## src/core/usb_ep_pkg.sv

```systemverilog
/*
  Shared constants and carriers for the endpoint receive-status and transmit-count block.
  Assumes one core clock and word-aligned register slots on a 32-bit bus.
*/
`default_nettype none
package usb_ep_pkg;
	// Sizes
	localparam int NUM_EP  = 16;
	localparam int EP_W    = 4;
	localparam int CNT_W   = 10;
	localparam int CNT_HI_W = 2;
	localparam int SLOT_W  = 2;
	localparam int SLOTS   = 4;
	localparam int PTR_W   = 10;
	localparam int ADDR_W  = 7;
	localparam int ADDR_LSB = 2;
	localparam int IDX_W   = 5;
	localparam int DEVICE_BUS_ADDRESS_W = 7;
	localparam int EVT_W   = 8;

	// Register indices; byte address is four times the index
	localparam logic [IDX_W-1:0] IDX_TX_BYTE   = 5'h00;
	localparam logic [IDX_W-1:0] IDX_CNT_LOW   = 5'h01;
	localparam logic [IDX_W-1:0] IDX_CNT_HIGH  = 5'h02;
	localparam logic [IDX_W-1:0] IDX_RX_STATUS = 5'h0d;
	localparam logic [IDX_W-1:0] IDX_DEVICE_BUS_ADDRESS     = 5'h10;
	localparam logic [IDX_W-1:0] IDX_EP_SELECT = 5'h11;
	localparam logic [IDX_W-1:0] IDX_RX_CFG    = 5'h12;
	localparam logic [IDX_W-1:0] IDX_DEV_CFG   = 5'h13;
	localparam logic [IDX_W-1:0] IDX_EVT_A     = 5'h14;
	localparam logic [IDX_W-1:0] IDX_EVT_B     = 5'h15;
	localparam logic [IDX_W-1:0] IDX_MASK_A    = 5'h16;
	localparam logic [IDX_W-1:0] IDX_MASK_B    = 5'h17;
	localparam logic [IDX_W-1:0] IDX_TX_FILLED = 5'h18;

	// Field positions
	localparam int RXS_SETUP = 6;
	localparam int RXS_VOID  = 2;
	localparam int RXS_ERR   = 1;
	localparam int RXS_ACK   = 0;
	localparam int CFG_IE    = 0;
	localparam int CFG_STALL = 1;
	localparam int CFG_SPM   = 2;
	localparam int CFG_W     = 3;
	localparam int DEV_FEAT  = 0;

	// Filled-set codes
	localparam logic [1:0] SETS_FULL = 2'h3;
	localparam logic [1:0] SETS_ONE  = 2'h1;

	// Token kinds, one-hot
	typedef enum logic [2:0] {
		TOK_OUT   = 3'b001,
		TOK_SETUP = 3'b010,
		TOK_IN    = 3'b100
	} tokKind_t;

	// Transaction tracker states
	typedef enum logic [1:0] {
		ST_IDLE = 2'b01,
		ST_DATA = 2'b10
	} txnState_t;

	typedef struct packed {
		tokKind_t        kind;
		logic [EP_W-1:0] ep;
		logic            iso;
	} token_t;

	typedef struct packed {
		logic crcErr;
		logic stuffErr;
		logic fifoErr;
	} rxResult_t;

	typedef struct packed {
		logic [1:0] rxFilledSets;
		logic       rxUnderrunFlag;
		logic       rxOverrunFlag;
	} rxFifoState_t;

	typedef struct packed {
		logic ack;
		logic nak;
		logic stall;
	} handshake_t;

	typedef struct packed {
		logic voidHit;
		logic err;
	} rxOutcome_t;
endpackage
`default_nettype wire

```

## src/core/usb_endpoint_rx_status_tx_count.sv

```systemverilog
/*
  Endpoint receive-status flags, function address and transmit byte/count port of a
  full-speed USB device, with an Avalon-MM register slave and an event interrupt.
  Assumes the serial engine and FIFO logic sit outside and signal synchronously to clk.

*/
// The Avalon-MM slave port is this design's own decision.
`timescale 1ns/1ps
`default_nettype none
module usb_endpoint_rx_status_tx_count
	import usb_ep_pkg::*;
(
	// Clock and reset
	input  wire logic                          clk,
	input  wire logic                          rst_n,
	// Avalon-MM slave
	input  wire logic [usb_ep_pkg::ADDR_W-1:0] address,
	input  wire logic                          read,
	input  wire logic                          write,
	input  wire logic [31:0]                   writedata,
	input  wire logic [3:0]                    byteenable,
	output logic      [31:0]                   readdata,
	output logic                               waitrequest,
	// Serial engine side
	input  wire logic                          tokStrobe,
	input  wire usb_ep_pkg::token_t            tokInfo,
	input  wire usb_ep_pkg::rxFifoState_t      rxFifo,
	input  wire logic                          rxDone,
	input  wire usb_ep_pkg::rxResult_t         rxResult,
	input  wire logic                          sof,
	input  wire logic                          usbReset,
	input  wire logic                          txSetSent,
	input  wire logic [usb_ep_pkg::EP_W-1:0]   txSentEp,
	output usb_ep_pkg::handshake_t             handshake,
	// Transmit FIFO write port
	output logic                               txByteWe,
	output logic      [7:0]                    txByteData,
	output logic      [usb_ep_pkg::EP_W-1:0]   txByteEp,
	output logic      [usb_ep_pkg::PTR_W-1:0]  txWrPtr,
	// Interrupt
	output logic                               irq
);
	import usb_ep_pkg::*;

	logic [IDX_W-1:0] idx;
	logic             accept;
	logic             wrEn;
	logic [7:0]       wd;
	logic [7:0]       rdMux;
	logic [EP_W-1:0]  endpointSelect_q;
	logic [CFG_W-1:0] rxCfg_q [NUM_EP];
	logic             enhancedFeatureBit_q;
	logic [DEVICE_BUS_ADDRESS_W-1:0] functionAddressReg_q;
	logic [EVT_W-1:0] evtA_q, evtB_q, maskA_q, maskB_q;
	logic [1:0]       txFilledSets_q [NUM_EP];
	logic [SLOT_W-1:0] txWrSlot_q [NUM_EP];
	logic [SLOT_W-1:0] txRdSlot_q [NUM_EP];
	logic [CNT_W-1:0] txByteCount_q [NUM_EP][SLOTS];
	logic [PTR_W-1:0] txPtr_q [NUM_EP];
	logic [1:0]       selFilled;
	logic [CNT_W-1:0] selCount;
	txnState_t        state_q;
	token_t           cur_q;
	logic             curVoid_q, curSetup_q, curStall_q;
	logic             finish, anyErr, voidNow, tokSetupPend;
	logic [CFG_W-1:0] tokCfg;
	rxOutcome_t       outcome;
	logic [NUM_EP-1:0] endNow, isoEnd, setupSet, setupClr;
	logic [NUM_EP-1:0] rx_void_flag, rx_error_flag, rx_ack_flag, setupPend, doneEvt;

	// Bus decode; one wait cycle then the access completes
	assign idx       = address[ADDR_W-1:ADDR_LSB];
	assign accept    = (read | write) & ~waitrequest;
	assign wrEn      = write & accept & byteenable[0];
	assign wd        = writedata[7:0];
	assign selFilled = txFilledSets_q[endpointSelect_q];
	assign selCount  = txByteCount_q[endpointSelect_q][txWrSlot_q[endpointSelect_q]];

	// Wait state generator
	always_ff @(posedge clk or negedge rst_n) begin
		if (!rst_n) begin
			waitrequest <= 1'b1;
		end else begin
			waitrequest <= ~((read | write) & waitrequest);
		end
	end

	// Read mux; unmapped slots read zero
	always_comb begin
		rdMux = '0;
		case (idx)
			IDX_CNT_LOW:   rdMux = selCount[7:0];
			IDX_CNT_HIGH:  rdMux[CNT_HI_W-1:0] = selCount[CNT_W-1:8];
			IDX_RX_STATUS: begin
				rdMux[RXS_SETUP] = setupPend[endpointSelect_q];
				rdMux[RXS_VOID]  = rx_void_flag[endpointSelect_q];
				rdMux[RXS_ERR]   = rx_error_flag[endpointSelect_q];
				rdMux[RXS_ACK]   = rx_ack_flag[endpointSelect_q];
			end
			IDX_DEVICE_BUS_ADDRESS:     rdMux[DEVICE_BUS_ADDRESS_W-1:0] = functionAddressReg_q;
			IDX_EP_SELECT: rdMux[EP_W-1:0] = endpointSelect_q;
			IDX_RX_CFG:    rdMux[CFG_W-1:0] = rxCfg_q[endpointSelect_q];
			IDX_DEV_CFG:   rdMux[DEV_FEAT] = enhancedFeatureBit_q;
			IDX_EVT_A:     rdMux = evtA_q;
			IDX_EVT_B:     rdMux = evtB_q;
			IDX_MASK_A:    rdMux = maskA_q;
			IDX_MASK_B:    rdMux = maskB_q;
			IDX_TX_FILLED: rdMux[1:0] = selFilled;
			default:       rdMux = '0;
		endcase
	end

	// Read data captured in the wait cycle, stands at the completing edge
	always_ff @(posedge clk or negedge rst_n) begin
		if (!rst_n) begin
			readdata <= '0;
		end else if (read & waitrequest) begin
			readdata <= {24'h000000, rdMux};
		end
	end

	// Configuration registers written by firmware
	always_ff @(posedge clk or negedge rst_n) begin
		if (!rst_n) begin
			endpointSelect_q     <= '0;
			enhancedFeatureBit_q <= 1'b0;
			maskA_q              <= '0;
			maskB_q              <= '0;
			for (int e = 0; e < NUM_EP; e++) rxCfg_q[e] <= '0;
		end else if (wrEn) begin
			case (idx)
				IDX_EP_SELECT: endpointSelect_q <= wd[EP_W-1:0];
				IDX_RX_CFG:    rxCfg_q[endpointSelect_q] <= wd[CFG_W-1:0];
				IDX_DEV_CFG:   enhancedFeatureBit_q <= wd[DEV_FEAT];
				IDX_MASK_A:    maskA_q <= wd;
				IDX_MASK_B:    maskB_q <= wd;
				default:       ;
			endcase
		end
	end

	// bus reset clears address only with the enhanced feature
	always_ff @(posedge clk or negedge rst_n) begin
		if (!rst_n) begin
			functionAddressReg_q <= '0;
		end else if (usbReset & enhancedFeatureBit_q) begin
			functionAddressReg_q <= '0;
		end else if (wrEn && idx == IDX_DEVICE_BUS_ADDRESS) begin
			functionAddressReg_q <= wd[DEVICE_BUS_ADDRESS_W-1:0];
		end
	end

	// event bits: read clears what was shown, a new event wins
	always_ff @(posedge clk or negedge rst_n) begin
		if (!rst_n) begin
			evtA_q <= '0;
			evtB_q <= '0;
		end else begin
			evtA_q <= (evtA_q & ~((read && accept && idx == IDX_EVT_A) ? readdata[7:0] : 8'h00))
				| doneEvt[EVT_W-1:0];
			evtB_q <= (evtB_q & ~((read && accept && idx == IDX_EVT_B) ? readdata[7:0] : 8'h00))
				| doneEvt[NUM_EP-1:EVT_W];
		end
	end

	// Level interrupt from unmasked events
	always_ff @(posedge clk or negedge rst_n) begin
		if (!rst_n) begin
			irq <= 1'b0;
		end else begin
			irq <= |({evtB_q, evtA_q} & {maskB_q, maskA_q});
		end
	end

	// byte port write, refused while every set is filled
	always_ff @(posedge clk or negedge rst_n) begin
		if (!rst_n) begin
			txByteWe   <= 1'b0;
			txByteData <= '0;
			txByteEp   <= '0;
			txWrPtr    <= '0;
			for (int e = 0; e < NUM_EP; e++) txPtr_q[e] <= '0;
		end else begin
			txByteWe <= 1'b0;
			if (wrEn && idx == IDX_TX_BYTE && selFilled != SETS_FULL) begin
				txByteWe   <= 1'b1;
				txByteData <= wd;
				txByteEp   <= endpointSelect_q;
				txWrPtr    <= txPtr_q[endpointSelect_q];
				txPtr_q[endpointSelect_q] <= txPtr_q[endpointSelect_q] + 10'h001;
			end
		end
	end

	// count ring: high then low, low validates the set
	always_ff @(posedge clk or negedge rst_n) begin
		if (!rst_n) begin
			for (int e = 0; e < NUM_EP; e++) begin
				txFilledSets_q[e] <= '0;
				txWrSlot_q[e]     <= '0;
				txRdSlot_q[e]     <= '0;
				for (int s = 0; s < SLOTS; s++) txByteCount_q[e][s] <= '0;
			end
		end else begin
			for (int e = 0; e < NUM_EP; e++) begin
				logic inc;
				logic dec;
				inc = wrEn && idx == IDX_CNT_LOW && endpointSelect_q == EP_W'(e)
					&& txFilledSets_q[e] != SETS_FULL;
				dec = txSetSent && txSentEp == EP_W'(e) && txFilledSets_q[e] != '0;
				if (inc) begin
					txByteCount_q[e][txWrSlot_q[e]][7:0] <= wd;
					txWrSlot_q[e] <= txWrSlot_q[e] + 2'h1;
				end
				if (wrEn && idx == IDX_CNT_HIGH && endpointSelect_q == EP_W'(e)) begin
					txByteCount_q[e][txWrSlot_q[e]][CNT_W-1:8] <= wd[CNT_HI_W-1:0];
				end
				if (dec) begin
					txRdSlot_q[e] <= txRdSlot_q[e] + 2'h1;
				end
				if (inc & ~dec) begin
					txFilledSets_q[e] <= txFilledSets_q[e] + 2'h1;
				end else if (dec & ~inc) begin
					txFilledSets_q[e] <= txFilledSets_q[e] - 2'h1;
				end
			end
		end
	end

	// void condition of the token's endpoint
	assign tokCfg       = rxCfg_q[tokInfo.ep];
	assign tokSetupPend = setupPend[tokInfo.ep];
	assign voidNow      = ~tokCfg[CFG_IE] | tokCfg[CFG_STALL] | tokSetupPend
		| (rxFifo.rxFilledSets == SETS_FULL)
		| ((^rxFifo.rxFilledSets) & tokCfg[CFG_SPM])
		| rxFifo.rxUnderrunFlag | rxFifo.rxOverrunFlag;
	assign anyErr  = rxResult.crcErr | rxResult.stuffErr | rxResult.fifoErr;
	assign finish  = (state_q == ST_DATA) & rxDone;
	assign outcome = '{voidHit: curVoid_q & (cur_q.kind == TOK_OUT), err: anyErr};

	// Transaction tracker and handshake choice
	always_ff @(posedge clk or negedge rst_n) begin
		if (!rst_n) begin
			state_q    <= ST_IDLE;
			cur_q      <= '{kind: TOK_OUT, ep: '0, iso: 1'b0};
			curVoid_q  <= 1'b0;
			curSetup_q <= 1'b0;
			curStall_q <= 1'b0;
			handshake  <= '0;
		end else begin
			handshake <= '0;
			unique case (state_q)
				ST_IDLE: begin
					if (tokStrobe) begin
						cur_q      <= tokInfo;
						curVoid_q  <= voidNow;
						curSetup_q <= tokSetupPend;
						curStall_q <= tokCfg[CFG_STALL];
						// IN held off while setup pending
						if (tokInfo.kind == TOK_IN) begin
							handshake.nak <= tokSetupPend;
						end else begin
							state_q <= ST_DATA;
						end
					end
				end
				ST_DATA: begin
					if (rxDone) begin
						state_q <= ST_IDLE;
						if (cur_q.iso) begin
							handshake <= '0;
						// OUT NAKed while setup pending, even if stalled
						end else if (outcome.voidHit) begin
							handshake.nak   <= curSetup_q | ~curStall_q;
							handshake.stall <= ~curSetup_q & curStall_q;
						end else begin
							handshake.ack <= ~anyErr;
						end
					end
				end
			endcase
		end
	end

	// Per-endpoint steering of results
	always_comb begin
		for (int e = 0; e < NUM_EP; e++) begin
			endNow[e]   = finish && !cur_q.iso && cur_q.ep == EP_W'(e);
			isoEnd[e]   = finish && cur_q.iso && cur_q.ep == EP_W'(e);
			// valid SETUP token marks the endpoint
			setupSet[e] = tokStrobe && state_q == ST_IDLE && tokInfo.kind == TOK_SETUP
				&& tokInfo.ep == EP_W'(e);
			setupClr[e] = wrEn && idx == IDX_RX_STATUS && endpointSelect_q == EP_W'(e)
				&& !wd[RXS_SETUP];
		end
	end

	for (genvar g = 0; g < NUM_EP; g++) begin : gEp
		rx_ep_status uStatus (
			.clk              (clk),
			.rst_n            (rst_n),
			.endNow           (endNow[g]),
			.isoEnd           (isoEnd[g]),
			.sof              (sof),
			.outcome          (outcome),
			.setupSet         (setupSet[g]),
			.setupClr         (setupClr[g]),
			.rxVoidFlag       (rx_void_flag[g]),
			.rxErrorFlag      (rx_error_flag[g]),
			.rxAckFlag        (rx_ack_flag[g]),
			.setupPendingFlag (setupPend[g]),
			.rxDoneEventBit   (doneEvt[g])
		);
	end
endmodule
`default_nettype wire

```

## src/core/rx_ep_status.sv

```systemverilog
/*
  Per-endpoint receive status: void, error and acknowledge flags plus setup pending.
  Assumes the parent gives one-cycle pulses for transaction end and start-of-frame.
*/
`timescale 1ns/1ps
`default_nettype none
module rx_ep_status
	import usb_ep_pkg::*;
(
	// Clock and reset
	input  wire logic                   clk,
	input  wire logic                   rst_n,
	// Transaction results
	input  wire logic                   endNow,
	input  wire logic                   isoEnd,
	input  wire logic                   sof,
	input  wire usb_ep_pkg::rxOutcome_t outcome,
	// Setup pending control
	input  wire logic                   setupSet,
	input  wire logic                   setupClr,
	// Flags
	output logic                        rxVoidFlag,
	output logic                        rxErrorFlag,
	output logic                        rxAckFlag,
	output logic                        setupPendingFlag,
	output logic                        rxDoneEventBit
);
	import usb_ep_pkg::*;

	rxOutcome_t pend_q;
	logic       pendValid_q;
	logic       apply;
	rxOutcome_t applyVal;

	// Iso results wait for the next frame start
	assign apply    = endNow | (sof & pendValid_q);
	assign applyVal = endNow ? outcome : pend_q;

	// Iso result parking
	always_ff @(posedge clk or negedge rst_n) begin
		if (!rst_n) begin
			pend_q      <= '0;
			pendValid_q <= 1'b0;
		end else if (isoEnd) begin
			pend_q      <= outcome;
			pendValid_q <= 1'b1;
		end else if (sof) begin
			pendValid_q <= 1'b0;
		end
	end

	always_ff @(posedge clk or negedge rst_n) begin
		if (!rst_n) begin
			rxVoidFlag  <= 1'b0;
			rxErrorFlag <= 1'b0;
			rxAckFlag   <= 1'b0;
		end else if (apply) begin
			rxVoidFlag <= applyVal.voidHit;
			if (!applyVal.voidHit) begin
				rxErrorFlag <= applyVal.err;
				rxAckFlag   <= ~applyVal.err;
			end
		end
	end

	always_ff @(posedge clk or negedge rst_n) begin
		if (!rst_n) begin
			rxDoneEventBit <= 1'b0;
		end else begin
			rxDoneEventBit <= apply & ~applyVal.voidHit;
		end
	end

	// set wins over the firmware clear
	always_ff @(posedge clk or negedge rst_n) begin
		if (!rst_n) begin
			setupPendingFlag <= 1'b0;
		end else if (setupSet) begin
			setupPendingFlag <= 1'b1;
		end else if (setupClr) begin
			setupPendingFlag <= 1'b0;
		end
	end
endmodule
`default_nettype wire

```

## config.mk

```make
export PLATFORM = sky130hd
export DESIGN_NAME = usb_endpoint_rx_status_tx_count
export DESIGN_NICKNAME = d
export VERILOG_FILES = /design/src/core/usb_ep_pkg.sv /design/src/core/usb_endpoint_rx_status_tx_count.sv /design/src/core/rx_ep_status.sv
export SDC_FILE = /design/constraint.sdc
export NUM_CORES = 2
export LEC_CHECK = 0
export BUFFER_PORTS_ARGS = -buffer_cell sky130_fd_sc_hd__clkbuf_2
export CORE_MARGIN = 3
export CORE_UTILIZATION = 30
export DETAILED_ROUTE_END_ITERATION = 10
export PLACE_DENSITY = 0.46
export REMOVE_ABC_BUFFERS = 1
export SYNTH_ARGS = -nofsm -noshare
export SYNTH_HDL_FRONTEND = slang
export SYNTH_SLANG_ARGS = --single-unit
export TNS_END_PERCENT = 100
```

## constraint.sdc

```tcl
create_clock -name clk -period 3.75 [get_ports clk]
set_input_delay 0.375 -clock clk [delete_from_list [all_inputs] [get_ports clk]]
set_output_delay 0.375 -clock clk [all_outputs]
set_load 0.1 [all_outputs]
```

==> impl_summary.md <==
Timing
The final number of hold-violating endpoints is 0. The final period demand of the worst path is around 3.4 ns. The final count of negative-setup-slack endpoints is 0. Across the routed clock network, the largest skew measured is approximately 0.033 ns. Setup repair after global routing left no endpoint under its margin. The headroom to the max-slew limit is a little under a fifth. In the finished design, the share of the clock period the worst path needs comes to 90.4%. The hold slack is 0.0931 ns.

The maximum clock frequency is slightly below 300 MHz. The slew at the pin closest to its max-slew limit is 1.22 ns. The max-slew violation count is 0.

Clock network
In this run the deepest clock path goes through 3 buffers. The root buffer cell chosen for the clock tree is clkbuf_16. The number of H-tree branching levels is 4. Buffers added to address setup during post-CTS repair amount to 0. For this design, the sink count on the clock tree is approximately 1100. The clock tree from TritonCTS is built. Clock tree synthesis inserted a total of 133 buffers.

The clock-pin slew of the registers on the worst-case setup and hold paths is 0.06 ns. For the worst-skew pair, the clock arrives at the later sink with an insertion delay of 0.77 ns.

Setup path
The endpoint kind of the worst setup timing path is a flop. In this run the register-to-register setup slack is between 0.3 and 0.4 ns. At the worst endpoint, the required time is 4.40 ns. The sort of element at the start of the critical path is a flop. The most critical setup path has its startpoint at endpointSelect_q[1]. Along the worst path, the maximum fanout reaches 24. The start of the worst register-to-register path is endpointSelect_q[1].

The most critical setup path has its endpoint at txByteCount_q[233]. The arrival time reported for the critical path endpoint is approximately 4.0 ns. The setup path with the least slack is of type reg -> reg.

The length in cells of the worst reg-to-reg path is 7. The endpoint identified for the worst register-to-register timing path is txByteCount_q[233].

Logic synthesis
Synthesis inferred 1133 register bits. Synthesis instantiated roughly 70 different standard cells from the library. The sequential cell area fraction in the yosys report is between 50% and 60%. Counting flops with a built-in enable in the synthesized netlist gives 0. For this run, the leading register cell type out of synthesis is dfrtp_1. The number of warnings printed during yosys synthesis is 0. In the synthesized netlist, the number of instances is between 3000 and 4000.

For this run, asynchronously set or reset flops after synthesis account for 100%. A synthesized cell averages around 14 um^2. The post-synthesis instance area is about 0.054 mm^2.

Placed design
The final weighted congestion in routability-driven placement is between 0.8 and 0.9. The half-perimeter wire length of the detailed placement result is about 100000 um. The number of buffers inserted by port buffering is 77.

Route
The number of design-rule violations left by the first detailed-router iteration is between 2000 and 2500. Routed signal wires occupy layers up through met4. In the final routed layout, each cell accounts on average for between 20 and 25 um. The via count normalized by instance count is 5.02. The final routed wirelength across all metal layers is about 150000 um.

In the routed design, unresolved DRC markers number 0. The routed length on met1 is roughly 74000 um. For this run, the detailed router's first-pass iteration total came to 5. Once detail routing completed, the nets flagged for antenna violations numbered 0. The total length of routed met2 wires is 70800 um. The detailed-route via count is about 32000.

After detailed routing, the met3 layer carries between 4000 and 5000 um of wire.

Run
The total of max-cap violations is 0.

Cells and area
The count of nets after finishing is ~4200. Cells fill 35.0% of the core in the end. Leaving out fill and tap cells, the most frequent cell in the layout is dfrtp_1.

In the layout the commonest cells are dfrtp_1 (1126), mux2_2 (760), nand2_1 (358). The final-layout fill cell count is between 15000 and 20000. The ratio of cells with drive above 1 in the final layout is roughly two fifths.

From synthesis to final layout, the design area changed by 15.3%.

Floorplanning
The die is roughly 430 um wide. In this run the count of I/O pins placed on the die edge is about 130. In this run the vertical extent of the chip is roughly 430 um.

The number of standard-cell rows in the floorplan is 154. The initial utilization of the core area, before any placement, comes to a little under a third. The area of the core region is 0.177 mm^2. The die covers approximately 0.18 mm^2.

Status
The flow ran to the end, and the final reports show no timing, DRC or antenna violations.

Power and ir drop
The leakage power total is between 20 and 30 nW. Dividing total power by cell area gives a power density of between 400 and 500 mW/mm^2. The worst-case IR drop observed on VDD is roughly 0.35 mV.

GRT
The maximum number of pins on one net before global-route repair is between 100 and 150. The first global-routing pass estimated 233000 um of wire. The number of global-route vias before repair was between 30000 and 40000.

For this run the aggregate overflow at the end of global routing stands at 0. The number of antenna violations at the first check in global routing is 2. The global routing usage summed across all routing layers is ~17%.

Worst hold path
The worst hold-check path type is in -> reg.
critical path, stage by stage (launching register included):
cell and delay, ns:
dfrtp_4 0.68, buf_12 0.25, buf_12 0.21, nor2b_4 0.27, nand2_1 0.30, a211oi_4 0.70
nand2_2 0.42, mux2_2 0.39
synth_stat cells, types with 33 or more instances:
master    number  share of area (%)
buf_2         51               0.47
a21oi_1       71               0.66
mux4_2       286                 12
buf_4         39               0.54
xnor2_1       33               0.54
a22oi_1       52               0.73
xor2_1        35               0.57
nor2_1       117               0.82
ha_1          82                1.9
o21ai_0      205                1.9
nand2_1      358                2.5
nand2_2       53               0.62
dfrtp_1     1130                 53
clkbuf_1     128               0.89
inv_1         59               0.41
mux2_2       760                 16
worst min-delay path by stage:
| stage | start | endpoint | slack [ns] | cells after the start |
|---|---|---|---|---|
| 2_1_floorplan | rst_n | curSetup_q | 0.08 | 0 |
| 3_3_place_gp | rst_n | txByteCount_q[624] | 0.40 | 1 |
| 3_5_place_dp | rst_n | txByteCount_q[624] | 0.39 | 1 |
| 4_1_cts | tokInfo[4] | cur_q[4] | 0.03 | 2 |
| 5_1_grt | tokInfo[4] | cur_q[4] | 0.08 | 2 |
| 6_report | tokInfo[4] | cur_q[4] | 0.09 | 2 |
logic make-up after synthesis:
logic type               after synthesis  share of synthesized area, %
AND/OR/NAND/NOR                      653                          5.50
buffers and inverters                318                          3.10
other                                  1                       0.00698
multiplexers                        1116                          29.6
AO/OA/AOI/OAI                        482                          5.86
XOR/XNOR                              72                          1.23
adder cells (fa/ha/maj)               82                          1.91
flip-flops                          1133                          52.8
through the flow:
stage	total power, mW	instances	worst slack, ns	instance area, um^2	TNS (ns)
detailed placement	17.1	6205	0.340	57400	0
global route	31.4	6456	0.141	62000	0
CTS	30.6	6455	0.324	62000	0
global placement	17.1	6205	0.318	57400	0
finish	30.1	6457	0.360	62000	0
floorplan	15.6	3624	-9.36	52400	-6987.76
power breakdown:
group / total [mW] / switching (mW) / internal (mW)
Clock: 13.3 / 5.32 / 7.93
Combinational: 3.22 / 2.00 / 1.22
Sequential: 13.6 / 0.715 / 12.9
sequential cells by signal, indices dropped and copies added, names as in the netlist, 10 cells and up:
register,flops
txByteCount_q,640
txPtr_q,160
rxCfg_q,48
gEp.uStatus.pend_q,32
txFilledSets_q,32
txWrSlot_q,32
gEp.uStatus.pendValid_q,16
gEp.uStatus.rxAckFlag,16
gEp.uStatus.rxDoneEventBit,16
gEp.uStatus.rxErrorFlag,16
gEp.uStatus.rxVoidFlag,16
gEp.uStatus.setupPendingFlag,16
txWrPtr,10
final cells by class:
type                       count  area, um^2  share of cell area, %
sequential                  1133       28400                   45.8
multi-input combinational   2429       23900                   38.5
clock buffer                 200        3970                   6.41
tap                         2340        2930                   4.73
timing repair buffer         256        2130                   3.44
clock inverter                35         473                  0.763
inverter                      62         233                  0.376
antenna                        2        5.00                0.00808
routing by layer:
| metal | GRT usage [%] | vias up |
|---|---|---|
| met4 | 4.37 | 0 |
| met5 | 0 | - |
| met1 | 24.0 | 17400 |
| li1 | - | 14400 |
| met2 | 26.2 | 492 |
| met3 | 2.26 | 185 |
repair_timing:
action,in CTS,in global routing
endpoints found under the setup margin,0,0
endpoints found under the hold margin,46,0
hold buffers,15,0
resized for setup,0,0
(Power assumes the default switching activity.)
